## src/rtl/panel_pkg.sv

```systemverilog
/*
  Constants, field layouts and enumerations for the front-panel operator block.
  Assumes a single 40 MHz core clock and a control core on that same clock.
*/
// Function
// - Mode key steps basic mode: status, parameter, monitor, utility, then wraps.
// - After reset the basic mode is status display.
// - Enter key in status display issues an alarm clear request.
// - External alarm reset input also issues an alarm clear request.
// - Speed control: segment 1 lit when speed error within coincidence window.
// - Torque control: segment 1 always lit.
// - Position control: segment 1 lit when position error below positioning window.
// - Segment 3 lit while control power is on.
// - Speed/torque control: segment 4 lit when speed reference exceeds rotation threshold.
// - Speed/torque control: segment 5 lit when torque reference exceeds ten percent.
// - Position control: segment 4 lit while reference pulses arrive.
// - Position control: segment 5 lit while error counter clear is asserted.
// - Segment 6 lit while main circuit power is present and normal.
// - Segment 7 lit when motor speed exceeds rotation threshold.
// - Status code shows baseblock, run, forward or reverse prohibited, or alarm.
// - Parameter mode: increment and decrement keys step the parameter number.
// - Enter on number display shows the selected parameter value.
// - Increment and decrement edit the value, saturating at maximum and minimum.
// - A held increment or decrement key repeats at an accelerating rate.
// - Enter or mode during value display returns to number display.
// - Mode and enter together toggle the number digit-shift state.
// - Long enter on value enters shift edit; mode saves, enter returns.
package panel_pkg;

  // ==========================================================================
  // Timing
  // ==========================================================================
  localparam int CLK_HZ          = 40_000_000;
  localparam int DEBOUNCE_MS     = 10;
  localparam int LONG_PRESS_MS   = 1000;
  localparam int REPEAT_DELAY_MS = 500;
  localparam int REPEAT_START_MS = 200;
  localparam int REPEAT_MIN_MS   = 25;
  localparam int DEBOUNCE_CYCLES     = CLK_HZ / 1000 * DEBOUNCE_MS;
  localparam int LONG_PRESS_CYCLES   = CLK_HZ / 1000 * LONG_PRESS_MS;
  localparam int REPEAT_DELAY_CYCLES = CLK_HZ / 1000 * REPEAT_DELAY_MS;
  localparam int REPEAT_START_CYCLES = CLK_HZ / 1000 * REPEAT_START_MS;
  localparam int REPEAT_MIN_CYCLES   = CLK_HZ / 1000 * REPEAT_MIN_MS;

  // ==========================================================================
  // Pins and parameters
  // ==========================================================================
  localparam int N_PINS    = 5;
  localparam int PIN_INC   = 0;
  localparam int PIN_DEC   = 1;
  localparam int PIN_MODE  = 2;
  localparam int PIN_ENTER = 3;
  localparam int PIN_ALARM = 4;

  localparam int N_PARAMS  = 8;
  localparam logic [2:0]  PNUM_MAX        = 3'h7;
  localparam logic [2:0]  PNUM_MIN        = 3'h0;
  localparam logic [2:0]  PNUM_STEP       = 3'h1;
  localparam logic [2:0]  PNUM_SHIFT_STEP = 3'h4;
  localparam logic [2:0]  PIDX_SPEED_WIN  = 3'h0;
  localparam logic [2:0]  PIDX_POS_WIN    = 3'h1;
  localparam logic [2:0]  PIDX_ROT_THR    = 3'h2;
  localparam logic [15:0] PARAM_MAX         = 16'h270f;
  localparam logic [15:0] PARAM_MIN         = 16'h0000;
  localparam logic [15:0] VALUE_STEP        = 16'h0001;
  localparam logic [15:0] VALUE_SHIFT_STEP  = 16'h000a;
  localparam logic [15:0] TORQUE_THR_PCT    = 16'h000a;
  localparam logic [15:0] PARAM_RST [N_PARAMS] = '{16'h000a, 16'h000a, 16'h0014, 16'h0000,
                                                   16'h0000, 16'h0000, 16'h0000, 16'h0000};

  localparam logic [1:0] CTL_SPEED    = 2'h0;
  localparam logic [1:0] CTL_TORQUE   = 2'h1;
  localparam logic [1:0] CTL_POSITION = 2'h2;

  // ==========================================================================
  // Register map
  // ==========================================================================
  localparam int ADDR_W = 8;
  localparam logic [7:0] OFS_STATUS     = 8'h00;
  localparam logic [7:0] OFS_ALARM      = 8'h04;
  localparam logic [7:0] OFS_PANEL      = 8'h08;
  localparam logic [7:0] OFS_PARAM_BASE = 8'h20;
  localparam logic [2:0] OFS_PARAM_PAGE = 3'h1;
  localparam int STAT_SEG_LSB   = 0;
  localparam int STAT_CODE_LSB  = 8;
  localparam int STAT_MODE_LSB  = 12;
  localparam int STAT_EDIT_LSB  = 16;
  localparam int STAT_SHIFT_BIT = 20;
  localparam int ALARM_ACT_BIT  = 8;
  localparam int PANEL_VAL_LSB  = 16;

  // ==========================================================================
  // Enumerations
  // ==========================================================================
  typedef enum logic [1:0] {mode_status, mode_param, mode_monitor, mode_utility} basic_mode_e;
  typedef enum logic [2:0] {code_baseblock, code_run, code_fwd_prohibit, code_rev_prohibit,
                            code_alarm} status_code_e;
  typedef enum logic [1:0] {edit_number, edit_value, edit_shift} edit_state_e;

endpackage

```

## src/rtl/panel_operator_keypad_ui.sv

```systemverilog
/*
  Front-panel operator: key debounce, basic mode sequencing, status segments and codes,
  alarm clear requests, parameter selection and editing, plain register port.
  Assumes key and alarm reset pins are asynchronous; all other inputs come from the
  control core on i_core_clk.
*/
// The register addresses and the strobed register port were decided locally.
`timescale 1ns/1ps
module panel_operator_keypad_ui #(
  parameter int DEBOUNCE_CYCLES     = panel_pkg::DEBOUNCE_CYCLES,
  parameter int LONG_PRESS_CYCLES   = panel_pkg::LONG_PRESS_CYCLES,
  parameter int REPEAT_DELAY_CYCLES = panel_pkg::REPEAT_DELAY_CYCLES,
  parameter int REPEAT_START_CYCLES = panel_pkg::REPEAT_START_CYCLES,
  parameter int REPEAT_MIN_CYCLES   = panel_pkg::REPEAT_MIN_CYCLES
) (
  input  wire logic        i_core_clk,
  input  wire logic        i_rst_b,
  input  wire logic        i_increment_key,
  input  wire logic        i_decrement_key,
  input  wire logic        i_mode_key,
  input  wire logic        i_enter_key,
  input  wire logic        i_alarm_reset_input,
  input  wire logic [1:0]  i_control_mode,
  input  wire logic [15:0] i_motor_speed,
  input  wire logic [15:0] i_speed_reference,
  input  wire logic [15:0] i_torque_reference,
  input  wire logic [15:0] i_position_error,
  input  wire logic        i_ref_pulse_active,
  input  wire logic        i_err_clear_input,
  input  wire logic        i_base_block,
  input  wire logic        i_control_power_on,
  input  wire logic        i_main_power_ok,
  input  wire logic        i_forward_overtravel,
  input  wire logic        i_reverse_overtravel,
  input  wire logic        i_alarm_active,
  input  wire logic [7:0]  i_alarm_code,
  input  wire logic [7:0]  i_addr,
  input  wire logic [31:0] i_wdata,
  input  wire logic        i_wr,
  input  wire logic        i_rd,
  output logic [31:0]      o_rdata,
  output logic [1:0]       o_basic_mode,
  output logic [6:0]       o_status_segments,
  output logic [2:0]       o_status_code,
  output logic [7:0]       o_alarm_code,
  output logic             o_alarm_clear,
  output logic [2:0]       o_param_number,
  output logic [15:0]      o_display_value,
  output logic [1:0]       o_edit_state,
  output logic             o_digit_shift
);

  // ==========================================================================
  // Pin synchronisers and debounce
  // ==========================================================================
  logic [panel_pkg::N_PINS-1:0] pin_raw;
  logic [panel_pkg::N_PINS-1:0] held;
  logic [panel_pkg::N_PINS-1:0] press;
  logic [panel_pkg::N_PINS-1:0] release_ev;

  assign pin_raw = {i_alarm_reset_input, i_enter_key, i_mode_key, i_decrement_key, i_increment_key};

  genvar k;
  generate
    for (k = 0; k < panel_pkg::N_PINS; k++) begin : g_pin
      logic [2:0]  sync;
      logic [31:0] cnt;
      logic        agree;
      logic        differ;
      logic        done;
      assign agree  = (sync[1] == sync[2]);
      assign differ = agree && (sync[2] != held[k]);
      assign done   = differ && (cnt == 32'(DEBOUNCE_CYCLES - 1));
      always_ff @(posedge i_core_clk) begin
        if (!i_rst_b) begin
          sync          <= 3'h0;
          cnt           <= 32'h0;
          held[k]       <= 1'b0;
          press[k]      <= 1'b0;
          release_ev[k] <= 1'b0;
        end else begin
          sync          <= {sync[1:0], pin_raw[k]};
          cnt           <= (differ && !done) ? cnt + 32'h1 : 32'h0;
          held[k]       <= done ? sync[2] : held[k];
          press[k]      <= done && sync[2];
          release_ev[k] <= done && !sync[2];
        end
      end
    end
  endgenerate

  // ==========================================================================
  // Chord, long press and auto repeat
  // ==========================================================================
  logic        chord_seen;
  logic        long_fired;
  logic [31:0] long_cnt;
  logic        long_press;
  logic [31:0] rep_cnt;
  logic [31:0] rep_int;
  logic        rep_tick;
  wire         both_held  = held[panel_pkg::PIN_MODE] && held[panel_pkg::PIN_ENTER];
  wire         chord_ev   = both_held && !chord_seen;
  wire         mode_act   = release_ev[panel_pkg::PIN_MODE] && !chord_seen;
  wire         enter_act  = release_ev[panel_pkg::PIN_ENTER] && !chord_seen && !long_fired;
  wire         one_held   = held[panel_pkg::PIN_INC] ^ held[panel_pkg::PIN_DEC];
  wire         any_step   = press[panel_pkg::PIN_INC] || press[panel_pkg::PIN_DEC];
  wire         long_hit   = held[panel_pkg::PIN_ENTER] && !chord_seen && !long_fired &&
                            (long_cnt == 32'(LONG_PRESS_CYCLES - 1));
  wire         rep_hit    = one_held && !any_step && (rep_cnt == rep_int - 32'h1);
  wire [31:0]  rep_half   = {1'b0, rep_int[31:1]};
  wire [31:0]  next_rep_int = (rep_int == 32'(REPEAT_DELAY_CYCLES)) ? 32'(REPEAT_START_CYCLES) :
                              (rep_half < 32'(REPEAT_MIN_CYCLES)) ? 32'(REPEAT_MIN_CYCLES) : rep_half;
  wire         inc_ev     = press[panel_pkg::PIN_INC] || (rep_tick && held[panel_pkg::PIN_INC]);
  wire         dec_ev     = press[panel_pkg::PIN_DEC] || (rep_tick && held[panel_pkg::PIN_DEC]);

  always_ff @(posedge i_core_clk) begin
    if (!i_rst_b) begin
      chord_seen <= 1'b0;
    end else if (both_held) begin
      chord_seen <= 1'b1;
    end else if (!held[panel_pkg::PIN_MODE] && !held[panel_pkg::PIN_ENTER]) begin
      chord_seen <= 1'b0;
    end
  end

  always_ff @(posedge i_core_clk) begin
    if (!i_rst_b) begin
      long_cnt   <= 32'h0;
      long_fired <= 1'b0;
      long_press <= 1'b0;
    end else begin
      long_press <= long_hit;
      if (held[panel_pkg::PIN_ENTER]) begin
        long_cnt   <= long_hit ? 32'h0 : long_cnt + 32'h1;
        long_fired <= long_fired || long_hit;
      end else begin
        long_cnt   <= 32'h0;
        long_fired <= long_fired && !release_ev[panel_pkg::PIN_ENTER];
      end
    end
  end

  // ==========================================================================
  // Auto repeat
  // ==========================================================================
  always_ff @(posedge i_core_clk) begin
    if (!i_rst_b) begin
      rep_cnt  <= 32'h0;
      rep_int  <= 32'(REPEAT_DELAY_CYCLES);
      rep_tick <= 1'b0;
    end else begin
      rep_tick <= rep_hit;
      if (any_step || !one_held) begin
        rep_cnt <= 32'h0;
        rep_int <= 32'(REPEAT_DELAY_CYCLES);
      end else if (rep_hit) begin
        rep_cnt <= 32'h0;
        rep_int <= next_rep_int;
      end else begin
        rep_cnt <= rep_cnt + 32'h1;
      end
    end
  end

  // ==========================================================================
  // Basic mode and parameter editing
  // ==========================================================================
  panel_pkg::basic_mode_e basic_mode;
  panel_pkg::edit_state_e edit_state;
  logic        digit_shift;
  logic [2:0]  pnum;
  logic [15:0] work;
  logic [15:0] param_mem [panel_pkg::N_PARAMS];
  logic        save;

  wire in_param     = (basic_mode == panel_pkg::mode_param);
  wire mode_advance = mode_act && (!in_param || edit_state == panel_pkg::edit_number);
  wire [2:0]  pstep = digit_shift ? panel_pkg::PNUM_SHIFT_STEP : panel_pkg::PNUM_STEP;
  wire [2:0]  next_pnum_up = (pnum > panel_pkg::PNUM_MAX - pstep) ? panel_pkg::PNUM_MAX : pnum + pstep;
  wire [2:0]  next_pnum_dn = (pnum < panel_pkg::PNUM_MIN + pstep) ? panel_pkg::PNUM_MIN : pnum - pstep;
  wire [15:0] vstep = (edit_state == panel_pkg::edit_shift) ? panel_pkg::VALUE_SHIFT_STEP :
                      panel_pkg::VALUE_STEP;
  wire [15:0] next_work_up = (work > panel_pkg::PARAM_MAX - vstep) ? panel_pkg::PARAM_MAX : work + vstep;
  wire [15:0] next_work_dn = (work < panel_pkg::PARAM_MIN + vstep) ? panel_pkg::PARAM_MIN : work - vstep;

  always_ff @(posedge i_core_clk) begin
    if (!i_rst_b) begin
      basic_mode <= panel_pkg::mode_status;
    end else if (mode_advance) begin
      case (basic_mode)
        panel_pkg::mode_status:  basic_mode <= panel_pkg::mode_param;
        panel_pkg::mode_param:   basic_mode <= panel_pkg::mode_monitor;
        panel_pkg::mode_monitor: basic_mode <= panel_pkg::mode_utility;
        default:                 basic_mode <= panel_pkg::mode_status;
      endcase
    end
  end

  // ==========================================================================
  // Parameter editing
  // ==========================================================================
  always_ff @(posedge i_core_clk) begin
    if (!i_rst_b) begin
      edit_state  <= panel_pkg::edit_number;
      digit_shift <= 1'b0;
      pnum        <= panel_pkg::PNUM_MIN;
      work        <= panel_pkg::PARAM_MIN;
      save        <= 1'b0;
    end else begin
      save <= 1'b0;
      if (mode_advance) begin
        digit_shift <= 1'b0;
      end
      if (in_param) begin
        case (edit_state)
          panel_pkg::edit_number: begin
            if (chord_ev) begin
              digit_shift <= !digit_shift;
            end else if (inc_ev) begin
              pnum <= next_pnum_up;
            end else if (dec_ev) begin
              pnum <= next_pnum_dn;
            end else if (enter_act) begin
              work       <= param_mem[pnum];
              edit_state <= panel_pkg::edit_value;
            end
          end
          panel_pkg::edit_value: begin
            if (long_press) begin
              edit_state <= panel_pkg::edit_shift;
            end else if (enter_act || mode_act) begin
              save       <= 1'b1;
              edit_state <= panel_pkg::edit_number;
            end else if (inc_ev) begin
              work <= next_work_up;
            end else if (dec_ev) begin
              work <= next_work_dn;
            end
          end
          panel_pkg::edit_shift: begin
            if (mode_act) begin
              save       <= 1'b1;
              edit_state <= panel_pkg::edit_number;
            end else if (enter_act) begin
              edit_state <= panel_pkg::edit_number;
            end else if (inc_ev) begin
              work <= next_work_up;
            end else if (dec_ev) begin
              work <= next_work_dn;
            end
          end
          default: edit_state <= panel_pkg::edit_number;
        endcase
      end else begin
        edit_state <= panel_pkg::edit_number;
      end
    end
  end

  // ==========================================================================
  // Register decode and parameter store
  // ==========================================================================
  wire       param_hit = (i_addr[7:5] == panel_pkg::OFS_PARAM_PAGE) && (i_addr[1:0] == 2'h0);
  wire [2:0] param_idx = i_addr[4:2];
  wire       param_wr  = i_wr && param_hit;

  always_ff @(posedge i_core_clk) begin
    if (!i_rst_b) begin
      for (int i = 0; i < panel_pkg::N_PARAMS; i++) begin
        param_mem[i] <= panel_pkg::PARAM_RST[i];
      end
    end else if (param_wr) begin
      param_mem[param_idx] <= i_wdata[15:0];
    end else if (save) begin
      param_mem[pnum] <= work;
    end
  end

  // ==========================================================================
  // Status segments and code
  // ==========================================================================
  wire [15:0] speed_win = param_mem[panel_pkg::PIDX_SPEED_WIN];
  wire [15:0] pos_win   = param_mem[panel_pkg::PIDX_POS_WIN];
  wire [15:0] rot_thr   = param_mem[panel_pkg::PIDX_ROT_THR];
  wire [16:0] spd_diff  = {i_motor_speed[15], i_motor_speed} - {i_speed_reference[15], i_speed_reference};
  wire [16:0] spd_err   = spd_diff[16] ? 17'h0 - spd_diff : spd_diff;
  wire [16:0] pos_s     = {i_position_error[15], i_position_error};
  wire [16:0] pos_abs   = pos_s[16] ? 17'h0 - pos_s : pos_s;
  wire [16:0] ref_s     = {i_speed_reference[15], i_speed_reference};
  wire [16:0] ref_abs   = ref_s[16] ? 17'h0 - ref_s : ref_s;
  wire [16:0] trq_s     = {i_torque_reference[15], i_torque_reference};
  wire [16:0] trq_abs   = trq_s[16] ? 17'h0 - trq_s : trq_s;
  wire [16:0] mot_s     = {i_motor_speed[15], i_motor_speed};
  wire [16:0] mot_abs   = mot_s[16] ? 17'h0 - mot_s : mot_s;
  wire        is_pos    = (i_control_mode == panel_pkg::CTL_POSITION);
  wire        is_trq    = (i_control_mode == panel_pkg::CTL_TORQUE);
  wire        seg1      = is_pos ? (pos_abs < {1'b0, pos_win}) :
                          is_trq ? 1'b1 :
                          (spd_err <= {1'b0, speed_win});
  wire        seg2      = i_base_block;
  wire        seg3      = i_control_power_on;
  wire        seg4      = is_pos ? i_ref_pulse_active :
                          (ref_abs > {1'b0, rot_thr});
  wire        seg5      = is_pos ? i_err_clear_input :
                          (trq_abs > {1'b0, panel_pkg::TORQUE_THR_PCT});
  wire        seg6      = i_main_power_ok;
  wire        seg7      = (mot_abs > {1'b0, rot_thr});
  panel_pkg::status_code_e next_code;
  assign next_code = i_alarm_active        ? panel_pkg::code_alarm :
                     !i_forward_overtravel ? panel_pkg::code_fwd_prohibit :
                     !i_reverse_overtravel ? panel_pkg::code_rev_prohibit :
                     i_base_block          ? panel_pkg::code_baseblock :
                                             panel_pkg::code_run;
  wire clear_req = (enter_act && basic_mode == panel_pkg::mode_status) ||
                   press[panel_pkg::PIN_ALARM];

  // ==========================================================================
  // Status registers
  // ==========================================================================
  always_ff @(posedge i_core_clk) begin
    if (!i_rst_b) begin
      o_status_segments <= 7'h00;
      o_status_code     <= 3'h0;
      o_alarm_code      <= 8'h00;
      o_alarm_clear     <= 1'b0;
    end else begin
      o_status_segments <= {seg7, seg6, seg5, seg4, seg3, seg2, seg1};
      o_status_code     <= next_code;
      o_alarm_code      <= i_alarm_active ? i_alarm_code : 8'h00;
      o_alarm_clear     <= clear_req;
    end
  end

  // ==========================================================================
  // Panel outputs and read port
  // ==========================================================================
  wire [31:0] status_word = (32'(o_status_segments) << panel_pkg::STAT_SEG_LSB) |
                            (32'(o_status_code) << panel_pkg::STAT_CODE_LSB) |
                            (32'(basic_mode) << panel_pkg::STAT_MODE_LSB) |
                            (32'(edit_state) << panel_pkg::STAT_EDIT_LSB) |
                            (32'(digit_shift) << panel_pkg::STAT_SHIFT_BIT);
  wire [31:0] alarm_word  = (32'(i_alarm_active) << panel_pkg::ALARM_ACT_BIT) | 32'(o_alarm_code);
  wire [31:0] panel_word  = (32'(work) << panel_pkg::PANEL_VAL_LSB) | 32'(pnum);
  wire [31:0] read_word   = param_hit                         ? 32'(param_mem[param_idx]) :
                            (i_addr == panel_pkg::OFS_STATUS) ? status_word :
                            (i_addr == panel_pkg::OFS_ALARM)  ? alarm_word :
                            (i_addr == panel_pkg::OFS_PANEL)  ? panel_word : 32'h0;

  always_ff @(posedge i_core_clk) begin
    if (!i_rst_b) begin
      o_rdata <= 32'h0;
    end else begin
      o_rdata <= i_rd ? read_word : 32'h0;
    end
  end

  // ==========================================================================
  // Display value
  // ==========================================================================
  always_ff @(posedge i_core_clk) begin
    if (!i_rst_b) begin
      o_display_value <= 16'h0000;
    end else begin
      o_display_value <= (edit_state == panel_pkg::edit_number) ? 16'(pnum) : work;
    end
  end

  assign o_basic_mode   = basic_mode;
  assign o_param_number = pnum;
  assign o_edit_state   = edit_state;
  assign o_digit_shift  = digit_shift;

endmodule // panel_operator_keypad_ui

```

## config.mk

```make
export PLATFORM = sky130hd
export DESIGN_NAME = panel_operator_keypad_ui
export DESIGN_NICKNAME = d
export VERILOG_FILES = /design/src/rtl/panel_pkg.sv /design/src/rtl/panel_operator_keypad_ui.sv
export SDC_FILE = /design/constraint.sdc
export NUM_CORES = 1
export LEC_CHECK = 0
export BUFFER_PORTS_ARGS = -buffer_cell sky130_fd_sc_hd__buf_2
export CAP_MARGIN = 0
export CORE_UTILIZATION = 45
export DETAILED_ROUTE_END_ITERATION = 12
export PLACE_DENSITY = 0.63
export SYNTH_ARGS = -nofsm -noshare
export SYNTH_HDL_FRONTEND = slang
export SYNTH_SLANG_ARGS = --single-unit
```

## constraint.sdc

```tcl
create_clock -name i_core_clk -period 6.3 [get_ports i_core_clk]
set_input_delay 0.63 -clock i_core_clk [delete_from_list [all_inputs] [get_ports i_core_clk]]
set_output_delay 0.63 -clock i_core_clk [all_outputs]
set_load 0.02 [all_outputs]
```

Word-level counts from Yosys, hierarchy flattened:

Memories as Yosys holds them, arrays and structs flattened. A register that Yosys moved wholly into a read port is not among the register bits.
Index checks and enable logic that the tools add are counted.
Widths: inputs -> output; s select.

* bitwise gates (word level): 12
* add/sub/neg operators: 20
* reduce and logical (&&, ||, !) cells: 89
* order comparisons: 10
* eq/ne operators: 37
* muxes and demuxes: 76

Operators with widths (number)
* $mux 16: 15
* $add 32x1->32 const B: 7
* $eq 32x19->1 const B: 5
* $mux 32: 3
* $mux 17: 5
* $sub 1x16->17 const A: 4
* $mux 31: 2
* $pmux 16 s3: 1
* $logic_and 1x1->1: 38
* $gt 17x16->1: 2
* $mux 3: 11
* $eq 32x25->1 const B: 1
* $eq 32x26->1 const B: 1
* $eq 32x32->1: 1
* $or 32x3->32: 1
* $reduce_or 16->1: 2
* $sub 32x1->32 const B: 1
* $lt 31x20->1 const B: 1
* $mux 1: 25
* $or 18x21->21: 1
* $mux 2: 10
* $or 14x18->18: 1
* $gt 17x4->1 const B: 1
* $le 17x16->1: 1
* other kinds (42): 104

* register bits after elaboration: 377
* RAM bits: 128
* input port bits: 131
* memories: 1
* output and inout bits: 75
* word-level logic and storage cells: 288

Memory list
* param_mem: words 8, width 16, rd ports 5, clocked after memory_dff 1, wr ports 8, line panel_operator_keypad_ui.sv:174 `logic [15:0] param_mem [panel_pkg::N_PARAMS];`

Logic depth before layout (Yosys ltp):

Gate-level depths: netlist of run 1.

* depth in word-level cells: 9
* mapped depth: 21
* depth with buffers taken out: 20

Worst setup path after synthesis of run 1:

No wires, ideal clock.

* path type: input to register
* start point: input port i_motor_speed[0]
* end point: register o_status_segments[0]
* path buffers: 1
* slack: 2.040 ns
* data arrival time: 4.186 ns
* stages: 20
* data required time: 6.226 ns
* path through: inv_1 ha_1 fa_1 nor2b_1 o2111ai_1 a31oi_1 nor4_1 o21bai_1 a31o_2 buf_1 a21oi_1 xnor2_1 ha_1 a21o_1 a21o_1 a211oi_1 o211ai_1 a21oi_1 o21ai_0 a31oi_1

* word-level cells in the longest chain between the ends: 6

Ends and longest elaborated chain
* start: declaration: line panel_operator_keypad_ui.sv:24 `input wire logic [15:0] i_motor_speed,`
* $sub 16x16->17 *: line panel_operator_keypad_ui.sv:286 `wire [16:0] spd_diff = {i_motor_speed[15], i_motor_speed} - {i_speed_reference[15], i_speed_reference};`
* $sub 1x17->17: line panel_operator_keypad_ui.sv:287 `wire [16:0] spd_err = spd_diff[16] ? 17'h0 - spd_diff : spd_diff;`
* $mux 17 *: line panel_operator_keypad_ui.sv:287
* $le 17x16->1 *: line panel_operator_keypad_ui.sv:300 `(spd_err <= {1'b0, speed_win});`
* $mux 1 *: line panel_operator_keypad_ui.sv:299 `is_trq ? 1'b1 :`
* $mux 1 *: line panel_operator_keypad_ui.sv:298 `wire seg1 = is_pos ? (pos_abs < {1'b0, pos_win}) :`
* end signal: assignment: line panel_operator_keypad_ui.sv:328 `o_status_segments <= {seg7, seg6, seg5, seg4, seg3, seg2, seg1};`
* end: declaration: line panel_operator_keypad_ui.sv:43 `output logic [6:0] o_status_segments,`

Every way passes the cells marked *; elsewhere a longest branch is shown, timed or not.
A chain may end at the register's enable or synchronous reset.

Final worst setup path of run 1:

Same ends and word-level chain as after synthesis.

==> summary.md, run 1 <==
| Metric | Value |
|---|---|
| Worst-Skew Late Latency | `630 ps` |
| Rows | `90` |
| Tcrit/Tclk final | `67.6%` |
| Post-CTS Setup Bufs | `0` |
| Number of synthesized flops with an enable pin | `128` |
| Multi-input logic area | `15500 sq um` |
| CP Data Arrival Time | `4810 ps` |
| Type of element launching the critical path | `primary input` |
| Worst r2r src | `rep_int[21]` |
| Drt total wl | `76500 um` |
| # resized after CTS | `0` |
| Ys async rst share | `0%` |
| Synthesis warning total | `0` |
| CP Launch Point | `i_motor_speed[0]` |
| Hold/Removal Path Class | `in2reg` |
| Worst Setup End Kind | `register` |
| Clock power frac | `45.8%` |
| Worst-path maximum fanout | `17` |
| Die width | `251 um` |
| DR iter-0 viols | `1657` |
| Setup Skew | `28.9 ps` |
| CTS root buffer | `clkbuf_16` |
| Final Setup Violations | `0` |
| Sum Neg Setup Slack | `0 ps` |
| Actual slew at the worst max-slew pin | `1210 ps` |
| CTS buffer count | `56` |
| Port bufs | `189` |
| I/O pins | `206` |
| Kind of critical path | `in2reg` |
| Global-route wire length before repair | `120000 um` |
| Initial antenna violation count | `5` |
| Number of global-route vias before repair | `22310` |
| Unrepaired setup endpoints after global routing | `no` |
| Leakage power | `11.6 nW` |
| Met2 Use GR | `38.7%` |
| Total track usage | `23.9%` |
| Via-to-Cell Ratio | `5.78` |
| Overall die height | `251 um` |
| Total number of vias | `23205` |
| Pwr/cell area | `241 nW/um^2` |
| Crit path time final | `4260 ps` |
| CTS Sinks | `501` |
| Initial Util | `45.8%` |
| #FFs+latches synth | `501` |
| Avg WL per Cell | `19.0 um` |
| Netlist cell types | `86` |
| GRT busiest layer | `met2` |
| Syn_nets | `3297` |
| Antenna Nets Post-Route | `0` |
| Syn Inst Count | `3050` |
| NetSw | `1.82 mW` |
| Slew headroom | `18.9%` |
| Comb power frac | `9.2%` |
| Syn Area/Cell | `9.11 sq um` |
| Total Power | `7.54 mW` |
| Switching share of power | `24.2%` |
| Sequential Power Share | `45.0%` |
| CP required | `6860 ps` |
| Core area | `60700 sq um` |
| Layout cells sized above 1 | `12.4%` |
| Hold buffers post-CTS | `0` |
| Die area | `62800 sq um` |
| Final Wtd Congestion | `0.936` |
| Number of max-cap violations | `0` |
| Cell Area, Synth | `27800 sq um` |
| H-tree depth | `2` |
| CTS tree | `yes` |
| Hold Vio Cnt, Final | `0` |
| Met3 Track Usage GR | `4.98%` |
| HP Start | `i_base_block` |
| Fillers | `5544` |
| Met1 usage | `32.0%` |
| Final Slew Violations | `0` |
| Post-synthesis sequential area ratio | `40.7%` |
| Final HPWL DP | `56800 um` |
| Pint | `5.72 mW` |
| Global route overflow | `0` |
| Nets | `3436` |
| Peak supply drop | `0.193 mV` |
| Pin count of the biggest net entering global routing | `56` |
| Achievable Freq | `235 MHz` |
| Layout area overhead | `12.8%` |
| Top_reg_cell synth | `dfxtp_1` |
| Drt first pass iters | `5` |
| FF+latch area | `11300 sq um` |
| Clock-pin slew on the worst setup and hold paths | `60 ps` |
| Status | `completed` |
| DR DRC count | `0` |
| Clk buf depth | `3` |
## synthesized netlist by cell type, drive strengths merged (9+ instances only)
cell    instances  share of area, %
a211oi         19              0.51
a21boi         11              0.30
a21o           25              0.68
a21oi          88               1.6
a22oi           9              0.24
a31oi          13              0.29
and2           63               1.4
and3           48               1.1
and4           18              0.57
buf            27              0.53
clkbuf        104               1.4
dfxtp         373                27
edfxtp        128                14
ha            113               5.1
inv           119               1.6
mux2           10              0.41
mux2i          60               2.2
mux4           64               5.2
nand2         229               3.1
nand2b         32              0.72
nand3         131               2.4
nand4          64               1.5
nor2          473               6.4
nor2b          42              0.97
nor3           76               1.4
nor3b          15              0.44
nor4           53               1.3
nor4b           9              0.28
o21a           12              0.32
o21ai         128               2.3
o22ai          12              0.27
o31ai          14              0.38
o41ai          10              0.32
or2             9              0.20
or3            33              0.74
or4            23              0.62
xnor2         142               4.5
xor2          154               4.9
## final timing paths
check / endpoint / slack (ps) / cells past startpoint
min reg2reg: g_pin[0].sync[1] / 430 / 1
max reg2reg: rep_cnt[9] / 2150 / 8
max: o_status_segments[0] / 2040 / 21
min: o_status_code[0] / 210 / 2
## kinds of logic (layout without fill, tap and decap cells)
family / after synthesis / in the layout / share of synthesized area (%)
buffers and inverters: 250 / 433 / 3.54
AO/OA/AOI/OAI: 415 / 415 / 9.55
AND/OR/NAND/NOR: 1338 / 1338 / 23.8
multiplexers: 134 / 134 / 7.75
flip-flops: 501 / 501 / 40.7
adder cells (fa/ha/maj): 116 / 116 / 5.30
other: 0 / 3 / 0
XOR/XNOR: 296 / 296 / 9.33
## stage by stage
step,std cells,worst slack (ps),area [sq um],util (%),hold WS [ps]
floorplan,3050,2040,27800,-,412
global placement,3913,1460,29400,48.4,426
detailed placement,3913,1460,29400,48.4,424
CTS,4015,2100,31300,51.6,165
global route,4015,1620,31300,51.6,196
finish,4018,2040,31300,51.6,205
## flip-flops by register name, indices dropped and copies added, names as in the netlist, 15 cells and up, named ones only
register,flops
long_cnt,32
param_mem,128
o_display_value,16
g_pin.cnt,160
work,16
rep_cnt,32
g_pin.sync,15
rep_int,25
o_rdata,32
## placed cells by master, fill, tap and decap left out, types with 12 or more instances in the layout
| cell | Yosys | routed |
|---|---|---|
| or4_1 | 23 | 23 |
| xnor2_1 | 142 | 142 |
| and2_1 | 62 | 62 |
| a211oi_1 | 19 | 19 |
| nand3_1 | 130 | 130 |
| dfxtp_1 | 373 | 372 |
| clkbuf_8 | 0 | 12 |
| mux2i_1 | 60 | 60 |
| a31oi_1 | 13 | 13 |
| nor2b_1 | 41 | 41 |
| o31ai_1 | 14 | 14 |
| buf_4 | 5 | 24 |
| buf_2 | 9 | 188 |
| nand4_1 | 63 | 63 |
| nor3b_1 | 13 | 13 |
| nor3_1 | 72 | 71 |
| nor2_1 | 473 | 473 |
| edfxtp_1 | 128 | 128 |
| o21a_1 | 12 | 12 |
| nand2b_1 | 32 | 32 |
| nor4_1 | 49 | 49 |
| xor2_1 | 154 | 154 |
| or3_1 | 33 | 33 |
| a21oi_1 | 88 | 88 |
| and4_1 | 18 | 18 |
| mux4_2 | 64 | 64 |
| ha_1 | 113 | 113 |
| o22ai_1 | 12 | 12 |
| clkbuf_16 | 0 | 56 |
| inv_1 | 119 | 119 |
| o21ai_0 | 124 | 124 |
| and3_1 | 48 | 48 |
| a21o_1 | 25 | 25 |
| clkbuf_1 | 104 | 13 |
| nand2_1 | 229 | 229 |
## worst max-delay path, stage by stage
cell,delay [ps]
buf_2,90
inv_1,80
ha_1,240
fa_1,440
nor2b_1,250
o2111ai_1,230
a31oi_1,400
nor4_1,80
o21bai_1,230
a31o_2,390
nor2b_1,100
xor2_1,150
ha_1,300
a21o_1,180
a21oi_1,130
a21oi_1,90
a211oi_1,240
o211ai_1,110
a21oi_1,180
o21ai_0,90
a31oi_1,170
## power by group through the flow
| stage | Combinational, mW | Clock, mW | Sequential (mW) |
|---|---|---|---|
| floorplan | 0.459 | 0 | 3.45 |
| global placement | 0.664 | 0 | 3.46 |
| detailed placement | 0.679 | 0 | 3.46 |
| CTS | 0.683 | 3.53 | 3.39 |
| global route | 0.753 | 3.64 | 3.40 |
| finish | 0.691 | 3.46 | 3.39 |
## final cells by class
cell class / count / area share [%]
clock buffer: 81 / 5.15
timing repair buffer: 212 / 3.58
antenna: 3 / 0.0240
sequential: 501 / 36.1
clock inverter: 21 / 1.10
multi-input combinational: 2299 / 49.5
tap: 782 / 3.12
inverter: 119 / 1.43
## per-layer routing
layer  vias to the layer above  routed length, um
met1                     11168              33100
met2                       803              35000
met5                         -                 25
met4                         4               1970
li1                      11109                  -
met3                       121               6420
No activity file was read; power rests on OpenSTA's default activity.
==> inputs of run 2 (changes only) <==
--- a/config.mk
+++ b/config.mk
@@ -9,7 +9,7 @@
 export CAP_MARGIN = 0
 export CORE_UTILIZATION = 45
 export DETAILED_ROUTE_END_ITERATION = 12
-export PLACE_DENSITY = 0.63
+export PLACE_DENSITY = 0.65
 export SYNTH_ARGS = -nofsm -noshare
 export SYNTH_HDL_FRONTEND = slang
 export SYNTH_SLANG_ARGS = --single-unit
==> constraint.sdc (replaced) <==
create_clock -name i_core_clk -period 3.4 [get_ports i_core_clk]
set_input_delay 0.34 -clock i_core_clk [delete_from_list [all_inputs] [get_ports i_core_clk]]
set_output_delay 0.34 -clock i_core_clk [all_outputs]
set_load 0.02 [all_outputs]
==> run 2 against run 1 <==
  * Combinational power is 130% higher
  * Total power is 82% higher
  * Sequential cell count stayed put
  * Critical path depth is 6 lower
  * Sequential power is 86% higher
  * Critical path type unchanged
  * Design area is 5.3% higher
  * Sequential share of layout area is 1.8 points lower
  * First-iteration DRC count is 0.66% lower
  * Worst setup slack worse by 1900 ps
  * Count of clock-buffer cells in the layout is 8 lower
  * Clock skew is 9.0 ps lower
  * Register-to-register slack worse by 1900 ps
  * Highest routed layer unchanged
==> summary.md, run 2 (synthesis results as in run 1) <==
| Metric | Value |
|---|---|
| Avg WL per Cell | `18.7 um (was 19.0 um)` |
| Overall die height | `251 um (unchanged)` |
| Achievable Freq | `308 MHz` |
| CP Data Arrival Time | `3780 ps (was 4810 ps)` |
| Global route overflow | `0 (unchanged)` |
| Pwr/cell area | `415 nW/um^2 (was 241 nW/um^2)` |
| Most frequent cells in the layout | `nor2_1 (472), dfxtp_1 (372), nand2_1 (228) (was nor2_1 (473), dfxtp_1 (372), nand2_1 (229))` |
| Rows | `90 (unchanged)` |
| Tcrit/Tclk final | `95.5%` |
| Port bufs | `189 (unchanged)` |
| Initial antenna violation count | `6 (was 5)` |
| CTS root buffer | `clkbuf_16 (unchanged)` |
| CTS Sinks | `501 (unchanged)` |
| Total track usage | `24.8% (was 23.9%)` |
| Total number of vias | `23844 (was 23205)` |
| Worst-path maximum fanout | `2 (was 17)` |
| Clock-pin slew on the worst setup and hold paths | `70 ps (was 60 ps)` |
| CTS tree | `yes (unchanged)` |
| Setup Skew | `19.9 ps (was 28.9 ps)` |
| Final Setup Violations | `0 (unchanged)` |
| Crit path time final | `3250 ps` |
| Nets | `3641 (was 3436)` |
| Hold Vio Cnt, Final | `0 (unchanged)` |
| Layout cells sized above 1 | `18.2% (was 12.4%)` |
| Global-route wire length before repair | `125000 um (was 120000 um)` |
| Hold/Removal Path Class | `in2reg (unchanged)` |
| Worst Setup End Kind | `register (unchanged)` |
| Top reg by flops | `g_pin.cnt (unchanged)` |
| Total Power | `13.7 mW (was 7.54 mW)` |
| Die width | `251 um (unchanged)` |
| Number of global-route vias before repair | `23424 (was 22310)` |
| Layout area overhead | `18.8% (was 12.8%)` |
| Slew headroom | `23.6% (was 18.9%)` |
| DR DRC count | `0 (unchanged)` |
| Hold_ws | `29.4 ps (was 205 ps)` |
| Antenna Nets Post-Route | `0 (unchanged)` |
| Pin count of the biggest net entering global routing | `40 (was 56)` |
| Drt total wl | `79000 um (was 76500 um)` |
| Max FFs per register | `160 (unchanged)` |
| Drt first pass iters | `5 (unchanged)` |
| Clk buf depth | `3 (unchanged)` |
| Leakage power | `12.6 nW (was 11.6 nW)` |
| DR iter-0 viols | `1646 (was 1657)` |
| Largest registers | `g_pin.cnt x160, param_mem x128 (unchanged)` |
| Type of element launching the critical path | `primary input (unchanged)` |
| Worst-Skew Late Latency | `610 ps (was 630 ps)` |
| Number of max-cap violations | `0 (unchanged)` |
| Initial Util | `45.8% (unchanged)` |
| Sum Neg Setup Slack | `0 ps (unchanged)` |
| Kind of critical path | `in2reg (unchanged)` |
| Status | `completed (unchanged)` |
| H-tree depth | `2 (unchanged)` |
| I/O pins | `206 (unchanged)` |
| CTS buffer count | `52 (was 56)` |
| Peak supply drop | `0.439 mV (was 0.193 mV)` |
| Final worst slack | `153 ps (was 2040 ps)` |
| Final Slew Violations | `0 (unchanged)` |
| CP required | `3940 ps (was 6860 ps)` |
| Most common cell after layout, fill and taps aside | `nor2_1 (unchanged)` |
| Worst slack, placed | `-682 ps (was 1460 ps)` |
| Die area | `62800 sq um (unchanged)` |
| Core area | `60700 sq um (unchanged)` |
| Via-to-Cell Ratio | `5.65 (was 5.78)` |
| Actual slew at the worst max-slew pin | `1140 ps (was 1210 ps)` |
| Final core utilization | `54.4% (was 51.6%)` |
| Final Wtd Congestion | `0.913 (was 0.936)` |
| Final HPWL DP | `59700 um (was 56800 um)` |
[run 2: area by class of cell]
type                            instances  area [sq um]
Fill cell                            5463         27700
Multi-Input combinational cell       2299         15700
Sequential cell                       501         11300
Timing Repair Buffer                  421          2800
Clock buffer                           73          1500
Tap cell                              782           978
Inverter                              119           459
Clock inverter                         23           243
Antenna cell                            3          7.51
[run 2: worst max-delay path, cell delays in order]
cell and delay, ps:
buf_2 100, or3_1 390, or4_1 430, or3_1 350, o31ai_1 260, xnor2_1 160
ha_1 260, a21o_1 190, a2111oi_1 380, buf_4 180, nand2_1 40, a41o_1 220
nand3_1 220, nor3b_1 80, a31oi_1 170
[run 2: per-layer routing]
| metal | up-vias | track usage, % | share of wire (%) | wire length (um) |
|---|---|---|---|---|
| li1 | 11522 | - | - | - |
| met3 | 152 | 3.46 | 6.2 | 4880 |
| met5 | - | 0 | 0.014 | 11 |
| met1 | 11480 | 32.0 | 43 | 33800 |
| met2 | 688 | 42.4 | 48 | 38000 |
| met4 | 2 | 8.31 | 3.0 | 2340 |
[run 2: final timing paths]
check	from	endpoint	slack, ps	depth (start not counted)
setup reg to reg	rep_int[0]	rep_int[4]	220	13
setup / recovery	i_position_error[2]	o_status_segments[0]	150	15
hold reg to reg	g_pin[1].sync[0]	g_pin[1].sync[1]	440	1
hold / removal	i_control_power_on	o_status_segments[2]	30	2
[run 2: timing repair]
| action | in CTS | in global routing |
|---|---|---|
| buffers inserted | 0 | 4 |
| setup endpoints to repair | 1 | 2 |
| hold buffers | 18 | 0 |
| gates resized for setup | 2 | 32 |
| endpoints found under the hold margin | 17 | 0 |
| cloned | 0 | 1 |
| pin swaps | 0 | 23 |
[run 2: where the power goes]
group	leakage (nW)	internal, mW	switching [mW]
sequential	4.23	6.21	0.0874
combinational	7.48	0.773	0.828
clock	0.853	3.39	2.41
[run 2: through the flow]
| step | instance area (sq um) | cells |
|---|---|---|
| after CTS | 32800 | 4213 |
| final | 33000 | 4221 |
| after global placement | 30800 | 4099 |
| after floorplan | 27900 | 3050 |
| after global routing | 33000 | 4220 |
| after detailed placement | 30800 | 4099 |
